File: config.mk
export PLATFORM = sky130hd
export DESIGN_NAME = sbsr_top
export DESIGN_NICKNAME = d
export VERILOG_FILES = /design/src/core/sbsr_pkg.sv /design/src/core/sbsr_top.sv
export SDC_FILE = /design/constraint.sdc
export NUM_CORES = 1
export LEC_CHECK = 0
export BUFFER_PORTS_ARGS = -buffer_cell sky130_fd_sc_hd__buf_2
export CAP_MARGIN = 20
export CORE_UTILIZATION = 40
export CTS_BUF_LIST = sky130_fd_sc_hd__clkbuf_4
export CTS_CLUSTER_DIAMETER = 50
export CTS_CLUSTER_SIZE = 28
export DETAILED_ROUTE_END_ITERATION = 10
export SLEW_MARGIN = 20
export SYNTH_ARGS = -nofsm -noshare
export SYNTH_HDL_FRONTEND = slang
export SYNTH_SLANG_ARGS = --single-unit
File: constraint.sdc
create_clock -name clk_sys_i -period 3.3 [get_ports clk_sys_i]
set_clock_uncertainty 0.15 [all_clocks]
set_input_delay 0.825 -clock clk_sys_i [delete_from_list [all_inputs] [get_ports clk_sys_i]]
set_output_delay 0.825 -clock clk_sys_i [all_outputs]
set_load 0.01 [all_outputs]
File: src/core/sbsr_pkg.sv
// package for the status byte and service request block: byte indices, bit positions,
// command and bus message encodings, error codes and reset values.
// assumes a single instrument clock; used by the design only, as the bench and checker use literal values.
package sbsr_pkg;

  // ------------------------------------------------------------------
  // status byte and mask indices (1..6, 0 selects all six in a read, none in a mask write)
  // ------------------------------------------------------------------
  localparam logic [2:0] SBSR_IDX_ALL = 3'h0;
  localparam logic [2:0] SBSR_IDX_MAIN = 3'h1;
  localparam logic [2:0] SBSR_IDX_SPARE = 3'h2;
  localparam logic [2:0] SBSR_IDX_SOFTKEY = 3'h3;
  localparam logic [2:0] SBSR_IDX_INTERNAL = 3'h4;
  localparam logic [2:0] SBSR_IDX_OPDONE = 3'h5;
  localparam logic [2:0] SBSR_IDX_ERROR = 3'h6;

  localparam logic [7:0] SBSR_BYTE_RESET = 8'h00;

  // ------------------------------------------------------------------
  // main summary byte bit positions
  // ------------------------------------------------------------------
  localparam int SBSR_MAIN_VALUE_ADAPTED = 0;
  localparam int SBSR_MAIN_SPARE = 1;
  localparam int SBSR_MAIN_SOFTKEY = 2;
  localparam int SBSR_MAIN_INTERNAL = 3;
  localparam int SBSR_MAIN_OPDONE = 4;
  localparam int SBSR_MAIN_ERROR = 5;
  localparam int SBSR_MAIN_REQUEST = 6;
  localparam int SBSR_MAIN_MSG_READY = 7;
  // bits that may raise the request bit
  localparam logic [7:0] SBSR_MAIN_CAUSES = 8'hbf;

  // ------------------------------------------------------------------
  // internal state and operation done bit positions
  // ------------------------------------------------------------------
  localparam int SBSR_INT_STOPPED = 0;
  localparam int SBSR_INT_OVR_ONE = 1;
  localparam int SBSR_INT_OVR_TWO = 2;
  localparam int SBSR_INT_FIRST_SEQ = 3;
  localparam int SBSR_OPD_DUMP = 0;
  localparam int SBSR_OPD_CAL = 2;
  localparam int SBSR_OPD_AVERAGE = 3;

  // ------------------------------------------------------------------
  // soft key codes
  // ------------------------------------------------------------------
  localparam logic [7:0] SBSR_KEY_NONE = 8'h00;
  localparam logic [7:0] SBSR_KEY_FIRST = 8'h01;
  localparam logic [7:0] SBSR_KEY_LAST = 8'h09;
  localparam logic [7:0] SBSR_KEY_HOST_CALL = 8'h0a;

  // ------------------------------------------------------------------
  // commands and bus messages
  // ------------------------------------------------------------------
  typedef enum logic [1:0] {
    SBSR_CMD_TAKE = 2'h0,
    SBSR_CMD_PEEK = 2'h1,
    SBSR_CMD_MASK_READ = 2'h2,
    SBSR_CMD_MASK_WRITE = 2'h3
  } sbsr_cmd_t;

  localparam logic [7:0] SBSR_MSG_DEV_CLEAR = 8'h14;
  localparam logic [7:0] SBSR_MSG_SEL_CLEAR = 8'h04;
  localparam logic [7:0] SBSR_MSG_TRIGGER = 8'h08;

  // ------------------------------------------------------------------
  // fault kinds reported by the parser and the error codes they record
  // ------------------------------------------------------------------
  localparam logic [3:0] SBSR_FLT_SEPARATOR = 4'h0;
  localparam logic [3:0] SBSR_FLT_HEADER = 4'h1;
  localparam logic [3:0] SBSR_FLT_NUMBER = 4'h2;
  localparam logic [3:0] SBSR_FLT_KEYWORD = 4'h3;
  localparam logic [3:0] SBSR_FLT_BLOCK = 4'h4;
  localparam logic [3:0] SBSR_FLT_STRINGS = 4'h5;
  localparam logic [3:0] SBSR_FLT_PERMISSION = 4'h6;
  localparam logic [3:0] SBSR_FLT_OPTION = 4'h7;
  localparam logic [3:0] SBSR_FLT_SEMANTIC = 4'h8;
  localparam logic [3:0] SBSR_FLT_ENVIRONMENT = 4'h9;
  localparam logic [3:0] SBSR_FLT_DESCRIPTOR = 4'ha;
  localparam logic [3:0] SBSR_FLT_UNIMPL = 4'hb;

  localparam logic [7:0] SBSR_ERR_NONE = 8'h00;
  localparam logic [7:0] SBSR_ERR_UNREAD = 8'h01;
  localparam logic [7:0] SBSR_ERR_SYNTAX_BASE = 8'h0a;
  localparam logic [7:0] SBSR_ERR_PERMISSION = 8'h14;
  localparam logic [7:0] SBSR_ERR_OPTION = 8'h1e;
  localparam logic [7:0] SBSR_ERR_SEMANTIC = 8'h28;
  localparam logic [7:0] SBSR_ERR_ENVIRONMENT = 8'h32;
  localparam logic [7:0] SBSR_ERR_DESCRIPTOR = 8'h3c;
  localparam logic [7:0] SBSR_ERR_UNIMPL = 8'h64;

endpackage : sbsr_pkg

File: src/core/sbsr_top.sv
// status bytes, mask registers and service request summary of the instrument remote port.
// assumes the command parser delivers decoded status and mask commands one at a time and
// that all event inputs are synchronous pulses or levels on clk_sys_i.
module sbsr_top (
  input wire logic clk_sys_i,
  input wire logic reset_i,
  // instrument state
  input wire logic remote_i,
  input wire logic single_mode_i,
  input wire logic sequence_trigger_mode_i,
  input wire logic host_call_enabled_i,
  // events
  input wire logic softkey_press_i,
  input wire logic [3:0] softkey_num_i,
  input wire logic host_call_key_i,
  input wire logic acq_stopped_i,
  input wire logic channel_one_overrange_i,
  input wire logic channel_two_overrange_i,
  input wire logic first_seq_trig_i,
  input wire logic dump_done_i,
  input wire logic cal_done_i,
  input wire logic avg_done_i,
  input wire logic value_adapted_i,
  input wire logic message_ready_i,
  input wire logic fault_valid_i,
  input wire logic [3:0] fault_kind_i,
  input wire logic new_cmd_string_i,
  input wire logic responses_pending_i,
  // decoded status and mask commands
  input wire logic cmd_valid_i,
  input wire logic [1:0] cmd_op_i,
  input wire logic [2:0] cmd_index_i,
  input wire logic [7:0] cmd_data_i,
  output logic cmd_ready_o,
  output logic rsp_valid_o,
  output logic [7:0] rsp_data_o,
  output logic rsp_last_o,
  // bus interface messages
  input wire logic bus_msg_valid_i,
  input wire logic [7:0] bus_msg_code_i,
  // effects
  output logic srq_o,
  output logic rearm_o,
  output logic flush_buffers_o,
  output logic abort_output_o
);

  typedef enum logic {SBSR_IDLE, SBSR_STREAM} sbsr_state_t;

  logic [7:0] main_q;
  logic [7:0] main_d;
  logic [7:0] softkey_code_byte_q;
  logic [7:0] internal_state_byte_q;
  logic [7:0] internal_d;
  logic [7:0] operation_done_byte_q;
  logic [7:0] error_code_byte_q;
  logic [7:0] mask_q [1:6];
  logic first_seq_q;
  sbsr_state_t state_q;
  logic [2:0] cnt_q;
  logic [2:0] last_q;
  logic [1:0] op_q;
  logic ready_q;
  logic rsp_valid_q;
  logic [7:0] rsp_data_q;
  logic rsp_last_q;
  logic rearm_q;
  logic flush_q;
  logic abort_q;

  // ------------------------------------------------------------------
  // decode of bus messages and command accept
  // ------------------------------------------------------------------
  logic dev_clear;
  logic accept;
  logic take_clr;
  logic [7:0] key_code;
  logic key_event;
  logic [7:0] err_code;
  logic err_event;
  logic [7:0] opd_set;
  logic [7:0] opd_d;
  logic [7:0] int_rise;
  logic [7:0] opd_rise;
  logic main_rise;

  assign dev_clear = bus_msg_valid_i &&
    (bus_msg_code_i == sbsr_pkg::SBSR_MSG_DEV_CLEAR ||
     bus_msg_code_i == sbsr_pkg::SBSR_MSG_SEL_CLEAR);
  assign accept = cmd_valid_i && ready_q && !dev_clear;
  // a take read clears each byte except the internal state byte in the cycle it is sent out
  assign take_clr = (state_q == SBSR_STREAM) && (op_q == sbsr_pkg::SBSR_CMD_TAKE);

  function automatic logic [7:0] fault_code(input logic [3:0] kind);
    logic [7:0] c;
    c = sbsr_pkg::SBSR_ERR_NONE;
    case (kind)
      sbsr_pkg::SBSR_FLT_SEPARATOR, sbsr_pkg::SBSR_FLT_HEADER, sbsr_pkg::SBSR_FLT_NUMBER,
      sbsr_pkg::SBSR_FLT_KEYWORD, sbsr_pkg::SBSR_FLT_BLOCK, sbsr_pkg::SBSR_FLT_STRINGS: begin
        c = sbsr_pkg::SBSR_ERR_SYNTAX_BASE + {4'h0, kind};
      end
      sbsr_pkg::SBSR_FLT_PERMISSION: c = sbsr_pkg::SBSR_ERR_PERMISSION;
      sbsr_pkg::SBSR_FLT_OPTION: c = sbsr_pkg::SBSR_ERR_OPTION;
      sbsr_pkg::SBSR_FLT_SEMANTIC: c = sbsr_pkg::SBSR_ERR_SEMANTIC;
      sbsr_pkg::SBSR_FLT_ENVIRONMENT: c = sbsr_pkg::SBSR_ERR_ENVIRONMENT;
      sbsr_pkg::SBSR_FLT_DESCRIPTOR: c = sbsr_pkg::SBSR_ERR_DESCRIPTOR;
      sbsr_pkg::SBSR_FLT_UNIMPL: c = sbsr_pkg::SBSR_ERR_UNIMPL;
      default: c = sbsr_pkg::SBSR_ERR_NONE;
    endcase
    return c;
  endfunction : fault_code

  // ------------------------------------------------------------------
  // event decode
  // ------------------------------------------------------------------
  always_comb begin
    key_code = sbsr_pkg::SBSR_KEY_NONE;
    key_event = 1'b0;
    if (softkey_press_i && remote_i && {4'h0, softkey_num_i} >= sbsr_pkg::SBSR_KEY_FIRST &&
        {4'h0, softkey_num_i} <= sbsr_pkg::SBSR_KEY_LAST) begin
      key_code = {4'h0, softkey_num_i};
      key_event = 1'b1;
    end else if (host_call_key_i && !remote_i && host_call_enabled_i) begin
      key_code = sbsr_pkg::SBSR_KEY_HOST_CALL;
      key_event = 1'b1;
    end
  end

  always_comb begin
    err_code = sbsr_pkg::SBSR_ERR_NONE;
    err_event = 1'b0;
    // a parser fault in the same cycle outranks the unread-response code
    if (fault_valid_i && fault_code(fault_kind_i) != sbsr_pkg::SBSR_ERR_NONE) begin
      err_code = fault_code(fault_kind_i);
      err_event = 1'b1;
    end else if (new_cmd_string_i && responses_pending_i) begin
      err_code = sbsr_pkg::SBSR_ERR_UNREAD;
      err_event = 1'b1;
    end
  end

  always_comb begin
    internal_d = sbsr_pkg::SBSR_BYTE_RESET;
    internal_d[sbsr_pkg::SBSR_INT_STOPPED] = acq_stopped_i;
    internal_d[sbsr_pkg::SBSR_INT_OVR_ONE] = channel_one_overrange_i;
    internal_d[sbsr_pkg::SBSR_INT_OVR_TWO] = channel_two_overrange_i;
    internal_d[sbsr_pkg::SBSR_INT_FIRST_SEQ] = first_seq_q || first_seq_trig_i;
  end

  always_comb begin
    opd_set = sbsr_pkg::SBSR_BYTE_RESET;
    opd_set[sbsr_pkg::SBSR_OPD_DUMP] = dump_done_i && remote_i;
    opd_set[sbsr_pkg::SBSR_OPD_CAL] = cal_done_i && remote_i;
    opd_set[sbsr_pkg::SBSR_OPD_AVERAGE] = avg_done_i;
    opd_d = operation_done_byte_q;
    if (dev_clear || (take_clr && (cnt_q == sbsr_pkg::SBSR_IDX_OPDONE))) begin
      opd_d = sbsr_pkg::SBSR_BYTE_RESET;
    end
    opd_d = opd_d | opd_set; // sets win over a clear in the same cycle
  end

  assign int_rise = internal_d & ~internal_state_byte_q & mask_q[sbsr_pkg::SBSR_IDX_INTERNAL];
  assign opd_rise = opd_set & ~operation_done_byte_q & mask_q[sbsr_pkg::SBSR_IDX_OPDONE];

  // ------------------------------------------------------------------
  // main summary byte and request
  // ------------------------------------------------------------------
  always_comb begin
    main_d = main_q;
    if (dev_clear || (take_clr && (cnt_q == sbsr_pkg::SBSR_IDX_MAIN))) begin
      main_d = sbsr_pkg::SBSR_BYTE_RESET;
    end
    if (value_adapted_i) begin
      main_d[sbsr_pkg::SBSR_MAIN_VALUE_ADAPTED] = 1'b1;
    end
    if (key_event && mask_q[sbsr_pkg::SBSR_IDX_SOFTKEY] != sbsr_pkg::SBSR_BYTE_RESET) begin
      main_d[sbsr_pkg::SBSR_MAIN_SOFTKEY] = 1'b1;
    end
    if (int_rise != sbsr_pkg::SBSR_BYTE_RESET) begin
      main_d[sbsr_pkg::SBSR_MAIN_INTERNAL] = 1'b1;
    end
    if (opd_rise != sbsr_pkg::SBSR_BYTE_RESET) begin
      main_d[sbsr_pkg::SBSR_MAIN_OPDONE] = 1'b1;
    end
    if (err_event && mask_q[sbsr_pkg::SBSR_IDX_ERROR] != sbsr_pkg::SBSR_BYTE_RESET) begin
      main_d[sbsr_pkg::SBSR_MAIN_ERROR] = 1'b1;
    end
    main_d[sbsr_pkg::SBSR_MAIN_MSG_READY] = message_ready_i;
    // the request bit stays once pending; it drops only with a clear of this byte
    main_rise = ((main_d & ~main_q & mask_q[sbsr_pkg::SBSR_IDX_MAIN] &
                  sbsr_pkg::SBSR_MAIN_CAUSES) != sbsr_pkg::SBSR_BYTE_RESET);
    if (main_rise) begin
      main_d[sbsr_pkg::SBSR_MAIN_REQUEST] = 1'b1;
    end
  end

  always_ff @(posedge clk_sys_i) begin
    if (reset_i) begin
      main_q <= sbsr_pkg::SBSR_BYTE_RESET;
    end else begin
      main_q <= main_d;
    end
  end

  // ------------------------------------------------------------------
  // lower status bytes
  // ------------------------------------------------------------------
  always_ff @(posedge clk_sys_i) begin
    if (reset_i) begin
      softkey_code_byte_q <= sbsr_pkg::SBSR_BYTE_RESET;
      operation_done_byte_q <= sbsr_pkg::SBSR_BYTE_RESET;
      error_code_byte_q <= sbsr_pkg::SBSR_BYTE_RESET;
    end else begin
      if (key_event) begin
        softkey_code_byte_q <= key_code;
      end else if (dev_clear || (take_clr && (cnt_q == sbsr_pkg::SBSR_IDX_SOFTKEY))) begin
        softkey_code_byte_q <= sbsr_pkg::SBSR_BYTE_RESET;
      end
      operation_done_byte_q <= opd_d;
      if (err_event) begin
        error_code_byte_q <= err_code;
      end else if (dev_clear || (take_clr && (cnt_q == sbsr_pkg::SBSR_IDX_ERROR))) begin
        error_code_byte_q <= sbsr_pkg::SBSR_BYTE_RESET;
      end
    end
  end

  // reads and device clear never touch this byte
  always_ff @(posedge clk_sys_i) begin
    if (reset_i) begin
      internal_state_byte_q <= sbsr_pkg::SBSR_BYTE_RESET;
      first_seq_q <= 1'b0;
    end else begin
      internal_state_byte_q <= internal_d;
      if (first_seq_trig_i) begin
        first_seq_q <= 1'b1;
      end else if (internal_state_byte_q[sbsr_pkg::SBSR_INT_STOPPED] && !acq_stopped_i) begin
        first_seq_q <= 1'b0;
      end
    end
  end

  // ------------------------------------------------------------------
  // mask registers
  // ------------------------------------------------------------------
  always_ff @(posedge clk_sys_i) begin
    if (reset_i || dev_clear) begin
      for (int i = 1; i <= 6; i++) begin
        mask_q[i] <= sbsr_pkg::SBSR_BYTE_RESET;
      end
    end else if (accept && cmd_op_i == sbsr_pkg::SBSR_CMD_MASK_WRITE &&
                 cmd_index_i >= sbsr_pkg::SBSR_IDX_MAIN &&
                 cmd_index_i <= sbsr_pkg::SBSR_IDX_ERROR) begin
      mask_q[cmd_index_i] <= cmd_data_i;
    end
  end

  // ------------------------------------------------------------------
  // read streaming
  // ------------------------------------------------------------------
  function automatic logic [7:0] status_byte(input logic [2:0] idx);
    logic [7:0] v;
    v = sbsr_pkg::SBSR_BYTE_RESET;
    case (idx)
      sbsr_pkg::SBSR_IDX_MAIN: v = main_q;
      sbsr_pkg::SBSR_IDX_SOFTKEY: v = softkey_code_byte_q;
      sbsr_pkg::SBSR_IDX_INTERNAL: v = internal_state_byte_q;
      sbsr_pkg::SBSR_IDX_OPDONE: v = operation_done_byte_q;
      sbsr_pkg::SBSR_IDX_ERROR: v = error_code_byte_q;
      default: v = sbsr_pkg::SBSR_BYTE_RESET;
    endcase
    return v;
  endfunction : status_byte

  always_ff @(posedge clk_sys_i) begin
    if (reset_i || dev_clear) begin
      state_q <= SBSR_IDLE;
      ready_q <= 1'b1;
      cnt_q <= sbsr_pkg::SBSR_IDX_MAIN;
      last_q <= sbsr_pkg::SBSR_IDX_MAIN;
      op_q <= sbsr_pkg::SBSR_CMD_PEEK;
      rsp_valid_q <= 1'b0;
      rsp_data_q <= sbsr_pkg::SBSR_BYTE_RESET;
      rsp_last_q <= 1'b0;
    end else begin
      rsp_valid_q <= 1'b0;
      rsp_last_q <= 1'b0;
      case (state_q)
        SBSR_IDLE: begin
          if (accept && cmd_op_i != sbsr_pkg::SBSR_CMD_MASK_WRITE &&
              cmd_index_i <= sbsr_pkg::SBSR_IDX_ERROR) begin
            state_q <= SBSR_STREAM;
            ready_q <= 1'b0;
            op_q <= cmd_op_i;
            if (cmd_index_i == sbsr_pkg::SBSR_IDX_ALL) begin
              cnt_q <= sbsr_pkg::SBSR_IDX_MAIN;
              last_q <= sbsr_pkg::SBSR_IDX_ERROR;
            end else begin
              cnt_q <= cmd_index_i;
              last_q <= cmd_index_i;
            end
          end
        end
        SBSR_STREAM: begin
          rsp_valid_q <= 1'b1;
          rsp_last_q <= (cnt_q == last_q);
          if (op_q == sbsr_pkg::SBSR_CMD_MASK_READ) begin
            rsp_data_q <= (cnt_q == sbsr_pkg::SBSR_IDX_ALL) ? sbsr_pkg::SBSR_BYTE_RESET :
                          mask_q[cnt_q];
          end else begin
            rsp_data_q <= status_byte(cnt_q);
          end
          if (cnt_q == last_q) begin
            state_q <= SBSR_IDLE;
            ready_q <= 1'b1;
          end else begin
            cnt_q <= cnt_q + 3'h1;
          end
        end
        default: begin
          state_q <= SBSR_IDLE;
          ready_q <= 1'b1;
        end
      endcase
    end
  end

  // ------------------------------------------------------------------
  // one-cycle effect pulses
  // ------------------------------------------------------------------
  always_ff @(posedge clk_sys_i) begin
    if (reset_i) begin
      rearm_q <= 1'b0;
      flush_q <= 1'b0;
      abort_q <= 1'b0;
    end else begin
      rearm_q <= bus_msg_valid_i && bus_msg_code_i == sbsr_pkg::SBSR_MSG_TRIGGER &&
                 remote_i && (single_mode_i || sequence_trigger_mode_i);
      flush_q <= dev_clear || (new_cmd_string_i && responses_pending_i);
      abort_q <= dev_clear;
    end
  end

  // the host clears the serviced byte to let a later event request again
  assign srq_o = main_q[sbsr_pkg::SBSR_MAIN_REQUEST];
  assign cmd_ready_o = ready_q;
  assign rsp_valid_o = rsp_valid_q;
  assign rsp_data_o = rsp_data_q;
  assign rsp_last_o = rsp_last_q;
  assign rearm_o = rearm_q;
  assign flush_buffers_o = flush_q;
  assign abort_output_o = abort_q;

endmodule : sbsr_top

==> key figures, run 1 <==
Outcome
  – Run status: finished, final reports clean

Critical path
  – CP Launch Type: input port
  – Crit Path Category: input port to register
  – CP bufs+invs: 1
  – Critical path arrival: 2.47 ns
  – CP max stage delay: 0.55 ns
  – CP max FO: 9
  – Critical Path End Type: register
  – Top Family by Delay on Critical Path: simple AND/OR/NAND/NOR gates
  – WP data required: 3.37 ns
  – Crit-path slowest cell: or4_4
  – Cells along the critical path: buf_2 -> or4_4 -> o31a_2 -> nand3_2 -> nor3_2 -> nand2b_1

Clock network
  – Clk sink count: 117
  – Postcts setup bufs: 0
  – Hold_buf cts: 0
  – TritonCTS clock tree: done
  – H-tree lvl count: 4
  – Clk slew on worst S/H paths: 0.10 ns
  – Post-CTS Resized: 0
  – Root Buffer: clkbuf_4
  – Worst-skew pair later-pin latency: 0.54 ns
  – Cts bufs inserted: 17
  – CTS max path bufs: 2

Global routing
  – Most Used Layer, Global Route: met2
  – Largest net degree at the start of global routing: 29
  – Met2 global-route usage: 0.321
  – Global Route Usage Sum: 0.198
  – Met3 usage: 0.0509
  – Initial antenna violation count: 0
  – Vias in the first global route: 3785
  – Global-route wire length before repair: 20300 um
  – Met1 usage: 0.246
  – Total gr overflow: 0

Die
  – Die area: 13800 um2
  – Die Height: 118 um
  – Core area: 12800 um2
  – Initial Util: 0.417
  – IO Count: 66
  – Row count: 41
  – Die W: 118 um

Layout
  – Post-layout nets: 599
  – ANT cells: 0
  – Layout Area Growth over Synthesis: 15.4%
  – Fill cells: 1202
  – Share of post-route cells with drive strength above 1: 0.250

Timing
  – Fmax: 0.416 GHz
  – Count of final setup violators: 0
  – RSZ-0062 raised after global routing: no
  – Setup total negative slack: 0 ns
  – Pins over their slew limit: 0
  – Final Hold Violating Endpoints: 0
  – Tightest Pin Transition: 0.833 ns
  – Worst slew margin: 0.441
  – Final cycle utilization of the critical path: 0.728
  – Final min period: 2.40 ns
  – Final worst slack: 0.898 ns

Logic synthesis
  – Top FF cell, synth: edfxtp_1
  – Mean Syn Cell Area: 11.9 um2
  – FF+latch count, synth: 117
  – Post-synthesis sequential area ratio: 0.558
  – Post-synthesis cell area: 5350 um2
  – Distinct cells, synth: 69
  – Number of synthesized flops with an enable pin: 64
  – Async set-reset flop share out of synthesis: 0
  – Ys Warns: 0
  – Synth Instances: 450

Worst hold path
  – Worst min-delay path category: register to register

Place
  – Final HPWL from detailed placement: 9690 um
  – Pre-CTS setup slack: 0.119 ns
  – Global placer's final weighted congestion: 0.876
  – PortBufs: 65

Route
  – Detail Route Antenna Nets: 0
  – DR WL/cell: 18.1 um
  – Post-route DRC: 0
  – Drt first-iter violations: 254
  – Vias: 3894
  – DR vias/cell: 5.36
  – Final WL: 13100 um
  – Drt first pass iters: 5

Pwr
  – Pwr per Cell Area: 509 nW/um2
  – Peak supply drop: 0.249 mV
  – Leakage power: 0.00240 uW

Flow run
  – Max-cap violations: 0
==> Yosys cell counts, types with 2 or more instances <==
library cell	n	area share
edfxtp_1	64	0.36
dfxtp_1	53	0.20
and2_1	48	0.056
nor2_1	38	0.027
o21ai_0	24	0.022
a21oi_1	23	0.022
nand2_1	20	0.014
mux4_2	16	0.067
mux2i_1	14	0.026
a22oi_1	11	0.015
clkbuf_1	10	0.0070
inv_1	9	0.0063
nor2b_1	7	0.0082
ha_1	6	0.014
nand2b_1	6	0.0070
nor3_1	6	0.0056
a221oi_1	5	0.0082
nand3b_1	5	0.0070
nor4_1	5	0.0058
a31oi_1	4	0.0047
nand3_1	4	0.0037
o22a_1	4	0.0065
xor2_1	4	0.0065
a222oi_1	3	0.0056
a32oi_1	3	0.0049
buf_2	3	0.0028
nand4b_1	3	0.0049
nor2_2	3	0.0035
o221ai_1	3	0.0049
a311oi_1	2	0.0033
and3_1	2	0.0023
buf_1	2	0.0014
buf_6	2	0.0042
mux2_2	2	0.0042
nand4_1	2	0.0023
==> per-layer routing <==
metal	part of all wire	up-vias
met2	0.48	130
met5	0	-
met4	0.027	0
met1	0.44	1881
met3	0.051	21
li1	-	1862
==> worst paths after layout <==
| path | startpoint | endpoint | slack (ns) | cells past startpoint |
|---|---|---|---|---|
| min | error_code_byte_q[6]$_SDFFE_PP0P_ | error_code_byte_q[6]$_SDFFE_PP0P_ | 0.32 | 2 |
| min reg2reg | error_code_byte_q[6]$_SDFFE_PP0P_ | error_code_byte_q[6]$_SDFFE_PP0P_ | 0.32 | 2 |
| max reg2reg | cnt_q[0]$_SDFFE_PP1P_ | rsp_data_o[3]$_SDFFE_PP0P_ | 0.95 | 7 |
| max | bus_msg_code_i[0] | mask_q[1][7]$_SDFFCE_PN0P_ | 0.90 | 6 |
==> stage by stage <==
step	hold WS [ns]	area [um2]	util	power, uW	instances
2_1_floorplan	0.282	5410	-	2070	465
4_1_cts	0.328	6170	0.481	3170	727
3_5_place_dp	0.313	5940	0.463	2260	695
5_1_grt	0.322	6170	0.481	3300	727
3_3_place_gp	0.304	5940	0.463	2260	695
6_report	0.323	6170	0.481	3140	727
==> cell type report <==
cell class / instances / area (um2) / area share
sequential: 117 / 2980 / 0.483
multi-input combinational: 319 / 2280 / 0.369
timing repair buffer: 78 / 423 / 0.0685
tap: 172 / 215 / 0.0349
clock buffer: 20 / 150 / 0.0243
clock inverter: 12 / 88.8 / 0.0144
inverter: 9 / 33.8 / 0.00547
==> report_power, final <==
group / internal, uW / switching (uW) / total, uW
clock network: 383 / 528 / 910
logic: 240 / 291 / 531
registers: 1630 / 72.9 / 1700
==> worst reg2reg max path: stages, from the launching register on <==
cell and delay, ns:
dfxtp_1 0.49, inv_1 0.12, ha_1 0.34, a222oi_1 0.55, nor2_1 0.08, a221oi_1 0.25, o22a_1 0.19, a21oi_1 0.06
==> cell families (layout without fill, tap and decap cells) <==
kind of cell	Yosys count	count (layout)	synth area share
DFF	117	117	0.558
muxes	32	32	0.0978
xor gates and xnor gates	5	5	0.00818
other	1	16	0.000701
adders and majority gates	6	6	0.0140
buffers and inverters	29	119	0.0267
AOI/OAI and AO/OA	98	98	0.125
and+or+nand+nor	162	162	0.170
==> cells in the final DEF (no fill, tap or decap), drive strengths merged, types with 7 or more instances in the layout <==
cell type,instances
nor2b,7
a21oi,23
dfxtp,53
nand2,20
clkinv,8
a22oi,11
mux4,16
and2,48
o21ai,26
conb,16
nor3,8
inv,9
edfxtp,64
mux2i,14
clkbuf,20
buf,78
nor2,41
==> registers in the layout, indices dropped and copies added (netlist names), 4 cells and up, named ones only <==
signal and count:
error_code_byte_q 7, internal_state_byte_q 4, main_q 8, mask_q 64, rsp_data_o 8, softkey_code_byte_q 4
(Power assumes the default switching activity.)
==> inputs of run 2 (changes only) <==
Clock period 3.3 ns to 2.25 ns, I/O delays scaled along.
==> run 2 against run 1 <==
Compared with the run above:
- worst setup slack worse by 0.73 ns
- power increased by 45%
- sequential share of layout area decreased by 2.4 points
- routed wire length is 0.27% lower
- critical path type is now register to register
- critical endpoint is now rsp_data_o[3]$_SDFFE_PP0P_
- largest cell class unchanged
==> key figures, run 2 (synthesized netlist as in run 1, its figures left out) <==
Outcome
  – Run status: finished, final reports clean

Pwr
  – Flop pwr share: 0.545
  – Sw Ratio: 0.283
  – Pwr per Cell Area: 700 nW/um2
  – Total power: 4550 uW
  – Peak supply drop: 0.447 mV
  – Comb pwr share: 0.192
  – Internal power: 3260 uW
  – Leakage power: 0.00259 uW
  – Clock network fraction of design power: 0.263
  – P_sw: 1290 uW

Timing
  – Final Hold Violating Endpoints: 0
  – Hold Worst Slack: 0.115 ns
  – Worst slew margin: 0.614
  – RSZ-0062 raised after global routing: no
  – Fmax: 0.480 GHz
  – Final min period: 2.08 ns
  – Final cycle utilization of the critical path: 0.925
  – Count of final setup violators: 0
  – Tightest Pin Transition: 0.579 ns
  – Final worst slack: 0.168 ns
  – Pins over their slew limit: 0

Place
  – Pre-CTS setup slack: -0.249 ns
  – Placed cells: 722
  – Placed instance area: 6280 um2
  – Final HPWL from detailed placement: 9830 um
  – Global placer's final weighted congestion: 0.859
  – PortBufs: 65

Clock network
  – Clk slew on worst S/H paths: 0.09 ns
  – Clk sink count: 117
  – Cts bufs inserted: 17
  – CTS max path bufs: 2
  – Root Buffer: clkbuf_4
  – Postcts setup bufs: 0
  – Worst-skew pair later-pin latency: 0.53 ns
  – H-tree lvl count: 4
  – TritonCTS clock tree: done

Die
  – Core area: 12800 um2
  – Die W: 118 um
  – Initial Util: 0.417
  – Die area: 13800 um2
  – Row count: 41
  – Die Height: 118 um
  – IO Count: 66

Critical path
  – Cells along the critical path: inv_1 -> ha_2 -> a222oi_1 -> nor2_1 -> a221oi_1 -> o22a_1 -> a21oi_1
  – CP bufs+invs: 1
  – Reg2Reg Setup Slack: 0.17 ns
  – CP max FO: 9
  – Worst Setup SP: cnt_q[0]$_SDFFE_PP1P_
  – R2r endpoint: rsp_data_o[3]$_SDFFE_PP0P_
  – Reg2reg path depth: 7
  – Crit Path Category: register to register
  – CP Depth: 7
  – CP max stage delay: 0.44 ns
  – Critical Path End Type: register
  – Top Family by Delay on Critical Path: compound AO/OA/AOI/OAI gates
  – Crit-path slowest cell: a222oi_1
  – Critical path arrival: 2.35 ns
  – WP data required: 2.52 ns
  – Reg-to-Reg Start: cnt_q[0]$_SDFFE_PP1P_
  – Critical Path End: rsp_data_o[3]$_SDFFE_PP0P_
  – CP Launch Type: register

Global routing
  – Global Route Usage Sum: 0.204
  – Vias in the first global route: 3897
  – Total gr overflow: 0
  – Initial antenna violation count: 0
  – Global-route wire length before repair: 21100 um
  – Largest net degree at the start of global routing: 29

Layout
  – ANT cells: 0
  – Biggest register: mask_q
  – Share of post-route cells with drive strength above 1: 0.301
  – Post-layout nets: 626
  – Max FFs per register: 64
  – Post-route cell area: 6490 um2
  – Layout Area Growth over Synthesis: 21.4%
  – Most frequent cells in the layout: buf_2, edfxtp_1, dfxtp_1, and2_1
  – Commonest non-fill, non-tap cell in the layout: buf_2
  – Layout Cells excl Fill: 753

Route
  – Drt first-iter violations: 371
  – Drt first pass iters: 5
  – Detail Route Antenna Nets: 0
  – DR vias/cell: 5.25
  – Final WL: 13100 um
  – Vias: 3955
  – Post-route DRC: 0
  – DR WL/cell: 17.4 um

Worst hold path
  – Worst min-delay path category: input port to register

Flow run
  – Max-cap violations: 0
==> run 2: changes by cell type in the layout (fill, tap and decap cells not counted), sizes merged <==
cell,change
bufinv,-1
clkinvlp,-3
buf,+27
clkinv,+1
clkbuf,+2
==> run 2: cell type report <==
| type | instances | area, um2 |
|---|---|---|
| Clock buffer | 22 | 165 |
| Clock inverter | 9 | 38.8 |
| Fill cell | 1160 | 6330 |
| Inverter | 9 | 33.8 |
| Multi-Input combinational cell | 319 | 2410 |
| Sequential cell | 117 | 2980 |
| Tap cell | 172 | 215 |
| Timing Repair Buffer | 105 | 651 |
==> run 2: worst register-to-register path, cell delays in order (launching register included) <==
cell	delay [ns]
dfxtp_1	0.43
inv_1	0.10
ha_2	0.27
a222oi_1	0.44
nor2_1	0.08
a221oi_1	0.23
o22a_1	0.21
a21oi_1	0.07
==> run 2: repair_timing <==
action,CTS,global route
gates resized for setup,0,4
setup endpoints to repair,0,11
hold endpoints to repair,0,0
hold buffers,0,0
==> run 2: power by group through the flow <==
stage	Sequential [uW]	Clock, uW	Combinational [uW]
4_1_cts	2480	1240	876
3_5_place_dp	2530	0	872
5_1_grt	2500	1320	954
3_3_place_gp	2520	0	861
6_report	2480	1200	873
2_1_floorplan	2500	0	559
==> run 2: worst min-delay path by stage <==
stage | slack (ns) | from | cells after the start | endpoint
final | 0.11 | channel_one_overrange_i | 2 | internal_state_byte_q[1]$_SDFF_PP0_
after global placement | 0.31 | main_q[2]$_SDFF_PP0_ | 2 | main_q[2]$_SDFF_PP0_
after floorplan | 0.28 | error_code_byte_q[6]$_SDFFE_PP0P_ | 2 | error_code_byte_q[6]$_SDFFE_PP0P_
after detailed placement | 0.31 | error_code_byte_q[6]$_SDFFE_PP0P_ | 2 | error_code_byte_q[6]$_SDFFE_PP0P_
after global routing | 0.07 | message_ready_i | 2 | main_q[7]$_SDFF_PP0_
after CTS | 0.07 | channel_one_overrange_i | 2 | internal_state_byte_q[1]$_SDFF_PP0_
==> run 2: routing by layer <==
layer	wire length (um)	global-route usage	share of wire	vias to the layer above
met3	801	0.0572	0.061	14
li1	-	-	-	1918
met5	0	0	0	-
met1	5940	0.271	0.45	1903
met4	180	0.0657	0.014	0
met2	6170	0.321	0.47	120
==> run 2: per-stage QoR <==
step	TNS, ns	util
after CTS	0	0.505
final	0	0.506
after global placement	-20.64	0.489
after detailed placement	-21.77	0.489
after floorplan	-5.91	-
after global routing	0	0.506
